--- config.mk ---
export PLATFORM = sky130hd
export DESIGN_NAME = stc_timer
export DESIGN_NICKNAME = d
export VERILOG_FILES = /design/src/hw/stc_pkg.sv /design/src/hw/stc_compare.sv /design/src/hw/stc_out_stage.sv /design/src/hw/stc_timer.sv
export SDC_FILE = /design/constraint.sdc
export NUM_CORES = 1
export LEC_CHECK = 0
export ABC_CLOCK_PERIOD_IN_PS = 9600
export BUFFER_PORTS_ARGS = -buffer_cell sky130_fd_sc_hd__buf_4
export CAP_MARGIN = 20
export CORE_UTILIZATION = 50
export CTS_BUF_LIST = sky130_fd_sc_hd__clkbuf_16
export CTS_CLUSTER_SIZE = 16
export DETAILED_ROUTE_END_ITERATION = 8
export GPL_TIMING_DRIVEN = 1
export MAX_ROUTING_LAYER = met4
export PLACE_DENSITY = 0.73
export SETUP_SLACK_MARGIN = 0.1
export SLEW_MARGIN = 25
export SYNTH_ARGS = -nofsm -noshare
export SYNTH_HDL_FRONTEND = slang
export SYNTH_SLANG_ARGS = --single-unit
--- constraint.sdc ---
create_clock -name ref_clk -period 9.6 [get_ports ref_clk]
set_input_delay 1.44 -clock ref_clk [delete_from_list [all_inputs] [get_ports ref_clk]]
set_output_delay 1.44 -clock ref_clk [all_outputs]
set_load 0.005 [all_outputs]
--- src/hw/stc_pkg.sv ---
// shared constants, register map and carrier types of the standard timer block
package stc_pkg;

  // register byte offsets on the avalon slave, one aligned word each
  localparam logic [4:0] OFS_CTRL0 = 5'h00;
  localparam logic [4:0] OFS_CTRL1 = 5'h04;
  localparam logic [4:0] OFS_COUNT = 5'h08;
  localparam logic [4:0] OFS_CMPA = 5'h0C;
  localparam logic [4:0] OFS_PERIOD = 5'h10;
  localparam logic [4:0] OFS_FLAGS = 5'h14;

  // field positions
  localparam int unsigned ON_BIT = 3;
  localparam int unsigned FLAG_A_BIT = 0;
  localparam int unsigned FLAG_P_BIT = 1;

  // mode field encodings
  localparam logic [1:0] MODE_COMPARE = 2'h0;
  localparam logic [1:0] MODE_CAPTURE = 2'h1;
  localparam logic [1:0] MODE_PWM = 2'h2;
  localparam logic [1:0] MODE_TIMER = 2'h3;

  // pin function encodings, compare-match output mode
  localparam logic [1:0] FN_NONE = 2'h0;
  localparam logic [1:0] FN_LOW = 2'h1;
  localparam logic [1:0] FN_HIGH = 2'h2;
  localparam logic [1:0] FN_TOGGLE = 2'h3;

  // pin function encodings, pwm / single-pulse mode
  localparam logic [1:0] PF_INACTIVE = 2'h0;
  localparam logic [1:0] PF_ACTIVE = 2'h1;
  localparam logic [1:0] PF_PWM = 2'h2;
  localparam logic [1:0] PF_PULSE = 2'h3;

  // values after reset
  localparam logic [7:0] CTRL1_RST = 8'h00;
  localparam logic [15:0] CMPA_RST = 16'h0000;
  localparam logic [7:0] PERIOD_RST = 8'h00;
  localparam logic [15:0] COUNT_RST = 16'h0000;

  // control register one, bit 7 down to bit 0
  typedef struct packed {
    logic [1:0] mode_select;
    logic [1:0] pin_function;
    logic output_initial_level;
    logic output_polarity_invert;
    logic duty_period_swap;
    logic clear_source_select;
  } stc_ctrl1_t;

  typedef struct packed {
    logic [4:0] address;
    logic read;
    logic write;
    logic [31:0] writedata;
    logic [3:0] byteenable;
  } stc_av_req_t;

  typedef struct packed {
    logic [15:0] inc;
    logic match_a;
    logic match_p;
    logic duty_a;
    logic duty_p;
  } stc_cmp_t;

  typedef enum logic {
    BUS_IDLE,
    BUS_ANSWER
  } stc_bus_st_t;

endpackage

--- src/hw/stc_compare.sv ---
// comparator a, comparator p and the duty comparisons of the timer counter
module stc_compare (
  input wire logic [15:0] cnt,
  input wire logic [15:0] compare_a_value,
  input wire logic [7:0] period_compare_bits,
  output stc_pkg::stc_cmp_t cmp
);

  always_comb begin
    cmp.inc = cnt + 16'h0001;
    // matches look at the next count so that the clear lands exactly on the period
    cmp.match_a = (cmp.inc == compare_a_value);
    // only the high byte takes part; a zero period hits on the wrap to zero
    cmp.match_p = (cmp.inc[7:0] == 8'h00) && (cmp.inc[15:8] == period_compare_bits);
    cmp.duty_a = (cnt < compare_a_value);
    cmp.duty_p = (period_compare_bits == 8'h00) || (cnt[15:8] < period_compare_bits);
  end

endmodule // stc_compare

--- src/hw/stc_out_stage.sv ---
// level, polarity and enable of the timer output pin for each mode
module stc_out_stage (
  input stc_pkg::stc_ctrl1_t ctrl,
  input wire logic cmp_level,
  input wire logic pwm_on,
  input wire logic pulse_on,
  output logic pin_level,
  output logic pin_en
);

  logic raw;

  always_comb begin
    raw = 1'b0;
    pin_en = 1'b0;
    case (ctrl.mode_select)
      stc_pkg::MODE_COMPARE: begin
        raw = cmp_level;
        pin_en = 1'b1;
      end
      stc_pkg::MODE_PWM: begin
        pin_en = 1'b1;
        // active level follows the initial-level bit here
        case (ctrl.pin_function)
          stc_pkg::PF_INACTIVE: raw = ~ctrl.output_initial_level;
          stc_pkg::PF_ACTIVE: raw = ctrl.output_initial_level;
          stc_pkg::PF_PWM: raw = pwm_on ? ctrl.output_initial_level
                                        : ~ctrl.output_initial_level;
          default: raw = pulse_on ? ctrl.output_initial_level
                                  : ~ctrl.output_initial_level;
        endcase
      end
      default: begin
        // timer/counter and capture leave the pin undriven and ignore oc and pol
        raw = 1'b0;
        pin_en = 1'b0;
      end
    endcase
    pin_level = pin_en ? (raw ^ ctrl.output_polarity_invert) : 1'b0;
  end

endmodule // stc_out_stage

--- src/hw/stc_timer.sv ---
// standard timer: counter, clear select, comparators, flags, output pin, avalon slave
module stc_timer (
  input wire logic ref_clk,
  input wire logic rstn,
  input wire logic [4:0] avs_address,
  input wire logic avs_read,
  input wire logic avs_write,
  input wire logic [31:0] avs_writedata,
  input wire logic [3:0] avs_byteenable,
  output logic [31:0] avs_readdata,
  output logic avs_waitrequest,
  output logic timer_output_pin,
  output logic timer_output_pin_oe,
  output logic match_a_flag,
  output logic match_p_flag
);

  typedef struct packed {
    stc_pkg::stc_bus_st_t bus_st;
    logic waitrequest;
    logic [31:0] readdata;
    stc_pkg::stc_ctrl1_t ctrl1;
    logic timer_on_bit;
    logic on_prev;
    logic [15:0] cnt;
    logic [15:0] compare_a_value;
    logic [7:0] period_compare;
    logic flag_a;
    logic flag_p;
    logic cmp_level;
    logic pin_out;
    logic pin_oe;
  } stc_state_t;

  stc_state_t s_r;
  stc_state_t s_nxt;
  stc_pkg::stc_av_req_t req;
  stc_pkg::stc_cmp_t cm;
  logic pin_level;
  logic pin_en;
  logic pwm_on;

  // merge write data into a word lane by lane
  function automatic logic [31:0] lane_merge(
    input logic [31:0] old,
    input logic [31:0] wd,
    input logic [3:0] be
  );
    logic [31:0] res;
    res = old;
    for (int i = 0; i < 4; i++) begin
      if (be[i]) begin
        res[i*8 +: 8] = wd[i*8 +: 8];
      end
    end
    return res;
  endfunction

  assign req.address = avs_address;
  assign req.read = avs_read;
  assign req.write = avs_write;
  assign req.writedata = avs_writedata;
  assign req.byteenable = avs_byteenable;

  stc_compare u_compare (
    .cnt(s_r.cnt),
    .compare_a_value(s_r.compare_a_value),
    .period_compare_bits(s_r.period_compare),
    .cmp(cm)
  );

  // swap bit chooses which register sets the duty
  assign pwm_on = s_r.ctrl1.duty_period_swap ? cm.duty_p : cm.duty_a;

  stc_out_stage u_out_stage (
    .ctrl(s_r.ctrl1),
    .cmp_level(s_r.cmp_level),
    .pwm_on(pwm_on),
    .pulse_on(s_r.timer_on_bit),
    .pin_level(pin_level),
    .pin_en(pin_en)
  );

  always_comb begin
    logic [31:0] rd_word;
    logic [31:0] wr_word;
    logic on_rise;
    logic cmp_family;
    logic is_pwm;
    logic is_pulse;
    logic clr_by_a;
    logic period_hit;
    logic set_a;
    logic set_p;
    logic clr_a;
    logic clr_p;
    logic do_write;

    rd_word = 32'h0000_0000;
    wr_word = 32'h0000_0000;
    on_rise = 1'b0;
    cmp_family = 1'b0;
    is_pwm = 1'b0;
    is_pulse = 1'b0;
    clr_by_a = 1'b0;
    period_hit = 1'b0;
    set_a = 1'b0;
    set_p = 1'b0;
    clr_a = 1'b0;
    clr_p = 1'b0;
    do_write = 1'b0;
    s_nxt = s_r;

    // mode decode
    cmp_family = (s_r.ctrl1.mode_select == stc_pkg::MODE_COMPARE)
              || (s_r.ctrl1.mode_select == stc_pkg::MODE_TIMER);
    is_pwm = (s_r.ctrl1.mode_select == stc_pkg::MODE_PWM);
    is_pulse = is_pwm && (s_r.ctrl1.pin_function == stc_pkg::PF_PULSE);

    // counter and comparators
    on_rise = s_r.timer_on_bit && !s_r.on_prev;
    s_nxt.on_prev = s_r.timer_on_bit;
    if (on_rise) begin
      s_nxt.cnt = stc_pkg::COUNT_RST;
      s_nxt.cmp_level = s_r.ctrl1.output_initial_level;
    end else if (s_r.timer_on_bit) begin
      // clear select only counts in compare and timer/counter modes
      clr_by_a = cmp_family && s_r.ctrl1.clear_source_select;
      if (clr_by_a) begin
        period_hit = cm.match_a;
      end else if (is_pulse) begin
        period_hit = 1'b0;
      end else if (is_pwm && s_r.ctrl1.duty_period_swap) begin
        period_hit = cm.match_a;
      end else begin
        period_hit = cm.match_p;
      end
      s_nxt.cnt = period_hit ? 16'h0000 : cm.inc;
      set_a = cm.match_a;
      set_p = cm.match_p && !clr_by_a && !is_pulse;
      if (is_pulse && cm.match_a) begin
        // a match ends the single pulse by switching the timer off
        s_nxt.timer_on_bit = 1'b0;
      end
      // only the a match moves the compare-mode pin level
      if (cm.match_a) begin
        case (s_r.ctrl1.pin_function)
          stc_pkg::FN_LOW: s_nxt.cmp_level = 1'b0;
          stc_pkg::FN_HIGH: s_nxt.cmp_level = 1'b1;
          stc_pkg::FN_TOGGLE: s_nxt.cmp_level = ~s_r.cmp_level;
          default: s_nxt.cmp_level = s_r.cmp_level;
        endcase
      end
    end

    // pin follows the internal level one clock later
    s_nxt.pin_out = pin_level;
    s_nxt.pin_oe = pin_en;

    // read mux
    case (s_r.bus_st == stc_pkg::BUS_IDLE ? req.address : 5'h1F)
      stc_pkg::OFS_CTRL0: rd_word[stc_pkg::ON_BIT] = s_r.timer_on_bit;
      stc_pkg::OFS_CTRL1: rd_word[7:0] = s_r.ctrl1;
      stc_pkg::OFS_COUNT: rd_word[15:0] = s_r.cnt;
      stc_pkg::OFS_CMPA: rd_word[15:0] = s_r.compare_a_value;
      stc_pkg::OFS_PERIOD: rd_word[7:0] = s_r.period_compare;
      stc_pkg::OFS_FLAGS: begin
        rd_word[stc_pkg::FLAG_A_BIT] = s_r.flag_a;
        rd_word[stc_pkg::FLAG_P_BIT] = s_r.flag_p;
      end
      default: rd_word = 32'h0000_0000;
    endcase

    // bus handshake: one idle cycle latches, the answer cycle commits
    case (s_r.bus_st)
      stc_pkg::BUS_IDLE: begin
        s_nxt.waitrequest = 1'b1;
        if (req.read || req.write) begin
          s_nxt.bus_st = stc_pkg::BUS_ANSWER;
          s_nxt.waitrequest = 1'b0;
          s_nxt.readdata = req.read ? rd_word : 32'h0000_0000;
        end
      end
      stc_pkg::BUS_ANSWER: begin
        s_nxt.bus_st = stc_pkg::BUS_IDLE;
        s_nxt.waitrequest = 1'b1;
        do_write = req.write;
      end
      default: begin
        s_nxt.bus_st = stc_pkg::BUS_IDLE;
        s_nxt.waitrequest = 1'b1;
      end
    endcase

    // register writes; a software write of the on bit wins over the pulse end
    if (do_write) begin
      case (req.address)
        stc_pkg::OFS_CTRL0: begin
          wr_word = lane_merge({28'h0000000, s_r.timer_on_bit, 3'h0},
                               req.writedata, req.byteenable);
          s_nxt.timer_on_bit = wr_word[stc_pkg::ON_BIT];
        end
        stc_pkg::OFS_CTRL1: begin
          wr_word = lane_merge({24'h000000, s_r.ctrl1}, req.writedata, req.byteenable);
          s_nxt.ctrl1 = wr_word[7:0];
        end
        stc_pkg::OFS_CMPA: begin
          // zero is not a legal compare value in compare mode; software avoids it
          wr_word = lane_merge({16'h0000, s_r.compare_a_value},
                               req.writedata, req.byteenable);
          s_nxt.compare_a_value = wr_word[15:0];
        end
        stc_pkg::OFS_PERIOD: begin
          wr_word = lane_merge({24'h000000, s_r.period_compare},
                               req.writedata, req.byteenable);
          s_nxt.period_compare = wr_word[7:0];
        end
        stc_pkg::OFS_FLAGS: begin
          if (req.byteenable[0]) begin
            clr_a = req.writedata[stc_pkg::FLAG_A_BIT];
            clr_p = req.writedata[stc_pkg::FLAG_P_BIT];
          end
        end
        default: wr_word = 32'h0000_0000;
      endcase
    end

    // sticky flags, write one to clear, a new event beats the clear
    s_nxt.flag_a = set_a || (s_r.flag_a && !clr_a);
    s_nxt.flag_p = set_p || (s_r.flag_p && !clr_p);
  end

  always_ff @(posedge ref_clk) begin
    if (!rstn) begin
      s_r.bus_st <= stc_pkg::BUS_IDLE;
      s_r.waitrequest <= 1'b1;
      s_r.readdata <= 32'h0000_0000;
      s_r.ctrl1 <= stc_pkg::CTRL1_RST;
      s_r.timer_on_bit <= 1'b0;
      s_r.on_prev <= 1'b0;
      s_r.cnt <= stc_pkg::COUNT_RST;
      s_r.compare_a_value <= stc_pkg::CMPA_RST;
      s_r.period_compare <= stc_pkg::PERIOD_RST;
      s_r.flag_a <= 1'b0;
      s_r.flag_p <= 1'b0;
      s_r.cmp_level <= 1'b0;
      s_r.pin_out <= 1'b0;
      s_r.pin_oe <= 1'b0;
    end else begin
      s_r <= s_nxt;
    end
  end

  assign avs_readdata = s_r.readdata;
  assign avs_waitrequest = s_r.waitrequest;
  assign timer_output_pin = s_r.pin_out;
  assign timer_output_pin_oe = s_r.pin_oe;
  assign match_a_flag = s_r.flag_a;
  assign match_p_flag = s_r.flag_p;

endmodule // stc_timer

==> flow_summary.yaml <==
layout:
  nNetsFinal: 721
  antennaDiodeCount: 0
  fin_cells: 784
  utilization_pct: 57.4
  fillers: 901
  drive_above_1_share_pct: 11.7
  area_delta_synth_final_pct: 10.5
timing:
  max_freq_mhz: 245
  fin_skew_ps: 9.49
  worstMarginPinSlew_ps: 1100
  rsz0062_at_grt: "false"
  period_needed_ps: 4080
  finalHoldViolCount: 0
  holdWs_ps: 489
  final-setup-viol-count: 0
  post-route-period-util_pct: 42.5
  fin_setup_tns_ps: 0
  slew_violations: 0
  relSlewSlack_pct: 25.7
power_and_ir_drop:
  ir_worst_vdd_mv: 0.0867
  cellPowerDensity_mw_per_mm2: 129
  p_leak_nw: 2.23
synth:
  netlist_area_mm2: 0.00513
  ys_warn_count: 0
  synth.distinct_cells: 65
  synth_edf_count: 0
  ys_ff_latch: 73
  synth_flop_cell: "dfxtp_1"
  synthArstFlopShare_pct: 0
  syn_avg_cell_area_um2: 8.02
  synthCells: 639
  ys_seq_area_share_pct: 28.5
worst_hold_path:
  hp-class: "register to register"
critical_path:
  cp_max_fo: 14
  path_class: "register to register"
  cp_slowest_stage_delay_ps: 700
  crit_path_start_kind: "register"
  crit_family: "simple AND/OR/NAND/NOR gates"
  critPathRequiredTime_ps: 9790
  cp.buffers_inverters: 0
  path_cells: "ha_1, nand3_1, or4_1, o21ai_0, o31ai_1, a2111o_1, a211o_1, and3_1, nand2_2, o311ai_0"
  crit_slowest_cell: "or4_1"
  worstPathArrival_ps: 4280
  critPathCaptureType: "register"
routing:
  wl_met1_um: 6330
  dr.pass1.iters: 5
  drt-total-wl_um: 14500
  ant_nets: 0
  route.met2.wl_um: 6720
  drc: 0
  wl_met3_um: 1060
  wl_per_cell_um: 18.6
  num_vias: 4833
  vias_per_cell: 6.16
  highest_layer: "met4"
  drt_iter0_markers: 375
clocking:
  clkTransAtPathRegs_ps: 70
  clk_path_buf_depth: 2
  clkLatencyLatePin_ps: 340
  cts_tree: "yes"
  cts.sinks: 73
  cts_buffers: 9
  post_cts_resized: 0
  h-tree-depth: 3
  cts-root-buf: "clkbuf_16"
  post_cts_buffers: 0
  cts_hold_buf: 0
placement:
  gp_congestion: 0.946
  place_inst: 768
  io_buffers: 47
  dp_hpwl_um: 10600
die:
  start_util_pct: 52.0
  io_pins: 82
  die_x_um: 103
  rows: 36
  dieArea_mm2: 0.0107
  coreArea_mm2: 0.00986
  die_y_um: 103
grt:
  grt_pass1_wl_um: 22700
  antenna_found_initial: 0
  track_usage_pct: 29.3
  grt_pass1_vias: 4390
  grt_start_max_net_pins: 61
  grt_overflow: 0
outcome:
  outcome: "finished, final reports clean"
flow_run:
  cap_viol_max_count: 0
-- layout make-up --
cell class	instances	area (µm²)	area share, %
repair buffers	50	375	6.63
flip-flops and latches	73	1460	25.8
multi-input cells	475	3200	56.4
clock buffers	9	225	3.98
inverters	37	139	2.45
well taps	133	166	2.94
clock inverters	7	101	1.79
-- cells in the final DEF (no fill, tap or decap), types with 5 or more instances in the layout --
master and instances:
a21oi_1 35, a21o_1 12, and3_1 9, xor2_1 5, clkbuf_16 9, ha_1 30
xnor2_1 19, conb_1 16, nand4_1 16, nand2_1 35, o31ai_1 8, a22oi_1 13
nand2b_1 11, nor2_1 76, a31oi_1 9, mux2i_1 35, nor4_1 12, o21ai_0 13
dfxtp_1 73, a222oi_1 7, buf_4 50, nand3_1 21, and2_1 5, inv_1 36
nor3_1 13, nor2b_1 9
-- metal layers --
layer  GRT usage [%]  vias to the layer above
met4            11.7                        0
met2            46.5                      234
met3            5.17                       34
met5               -                        -
li1                -                     2271
met1            37.1                     2294
-- cells in the mapped netlist (2+ instances only) --
master      n  share of area [%]
dfxtp_1    73                 29
buf_1       3               0.22
nor4b_1     2               0.34
nand2_1    35                2.6
o21ai_0    13                1.3
o211ai_1    4               0.59
a222oi_1    7                1.4
mux2i_1    35                6.8
a21oi_1    35                3.4
o311ai_1    2               0.34
and4_1      4               0.68
or3_1       4               0.49
xnor2_1    19                3.2
nor4_1     13                1.6
a211o_1     2               0.34
nand4b_1    4               0.68
nor2b_1    10                1.2
nand2b_1   11                1.3
buf_2       3               0.29
a21o_1     12                1.8
and2_1      5               0.61
or4_1       4               0.59
a22oi_1    13                1.9
o2bb2ai_1   2               0.34
nand4_1    16                2.0
buf_4      32                4.7
nor3_1     13                1.3
nand3b_1    4               0.59
ha_1       30                7.3
a211oi_1    3               0.44
o31ai_1     8                1.2
buf_6       2               0.44
o31a_1      3               0.51
or2_2       2               0.24
and3_1      9                1.1
nor2_1     76                5.6
inv_1      37                2.7
xor2_1      5               0.85
a31oi_1     9                1.1
nand3_1    21                2.1
clkbuf_1   29                2.1
xnor3_1     2               0.88
-- where the power goes --
| group | internal (mW) | total, mW | switching [mW] |
|---|---|---|---|
| combinational | 0.0181 | 0.0475 | 0.0294 |
| sequential | 0.305 | 0.308 | 0.00372 |
| clock | 0.231 | 0.375 | 0.144 |
| total | 0.554 | 0.731 | 0.177 |
-- flip-flops by register name, indices dropped and copies added (netlist names) --
signal and cells:
match_p_flag 1, timer_output_pin_oe 1, avs_readdata 16, s_r 51
timer_output_pin 1, avs_waitrequest 1, match_a_flag 1, s_nxt 1
-- through the flow --
step	total power, mW	area (µm²)	worst slack, ps
after global placement	0.360	5330	5700
after CTS	0.733	5650	5620
after global routing	0.750	5670	5260
after detailed placement	0.361	5330	5670
after floorplan	0.346	5180	6490
final	0.731	5670	5520
-- tightest hold or removal path: stages (launching register included) --
cell and delay, ps:
dfxtp_1 330, nand2_1 60, mux2i_1 50
-- cell families (layout without fill, tap and decap cells) --
logic type / Yosys count / after routing / synth area share, %
simple gates: 241 / 241 / 24.5
compound gates: 126 / 126 / 16.8
buf+inv: 106 / 103 / 10.5
flops: 73 / 73 / 28.5
mux: 36 / 36 / 7.27
fa+ha+maj: 30 / 30 / 7.32
xor+xnor: 26 / 26 / 4.98
other cells: 1 / 16 / 0.0732
-- worst paths after layout --
path                            startpoint      end  slack, ps  cells past startpoint
worst min register to register      s_r[2]   s_r[2]        490                      2
worst max register to register     s_r[29]  s_r[31]       5520                     10
worst max-delay path               s_r[29]  s_r[31]       5520                     10
worst min-delay path                s_r[2]   s_r[2]        490                      2
(Power assumes the default switching activity.)
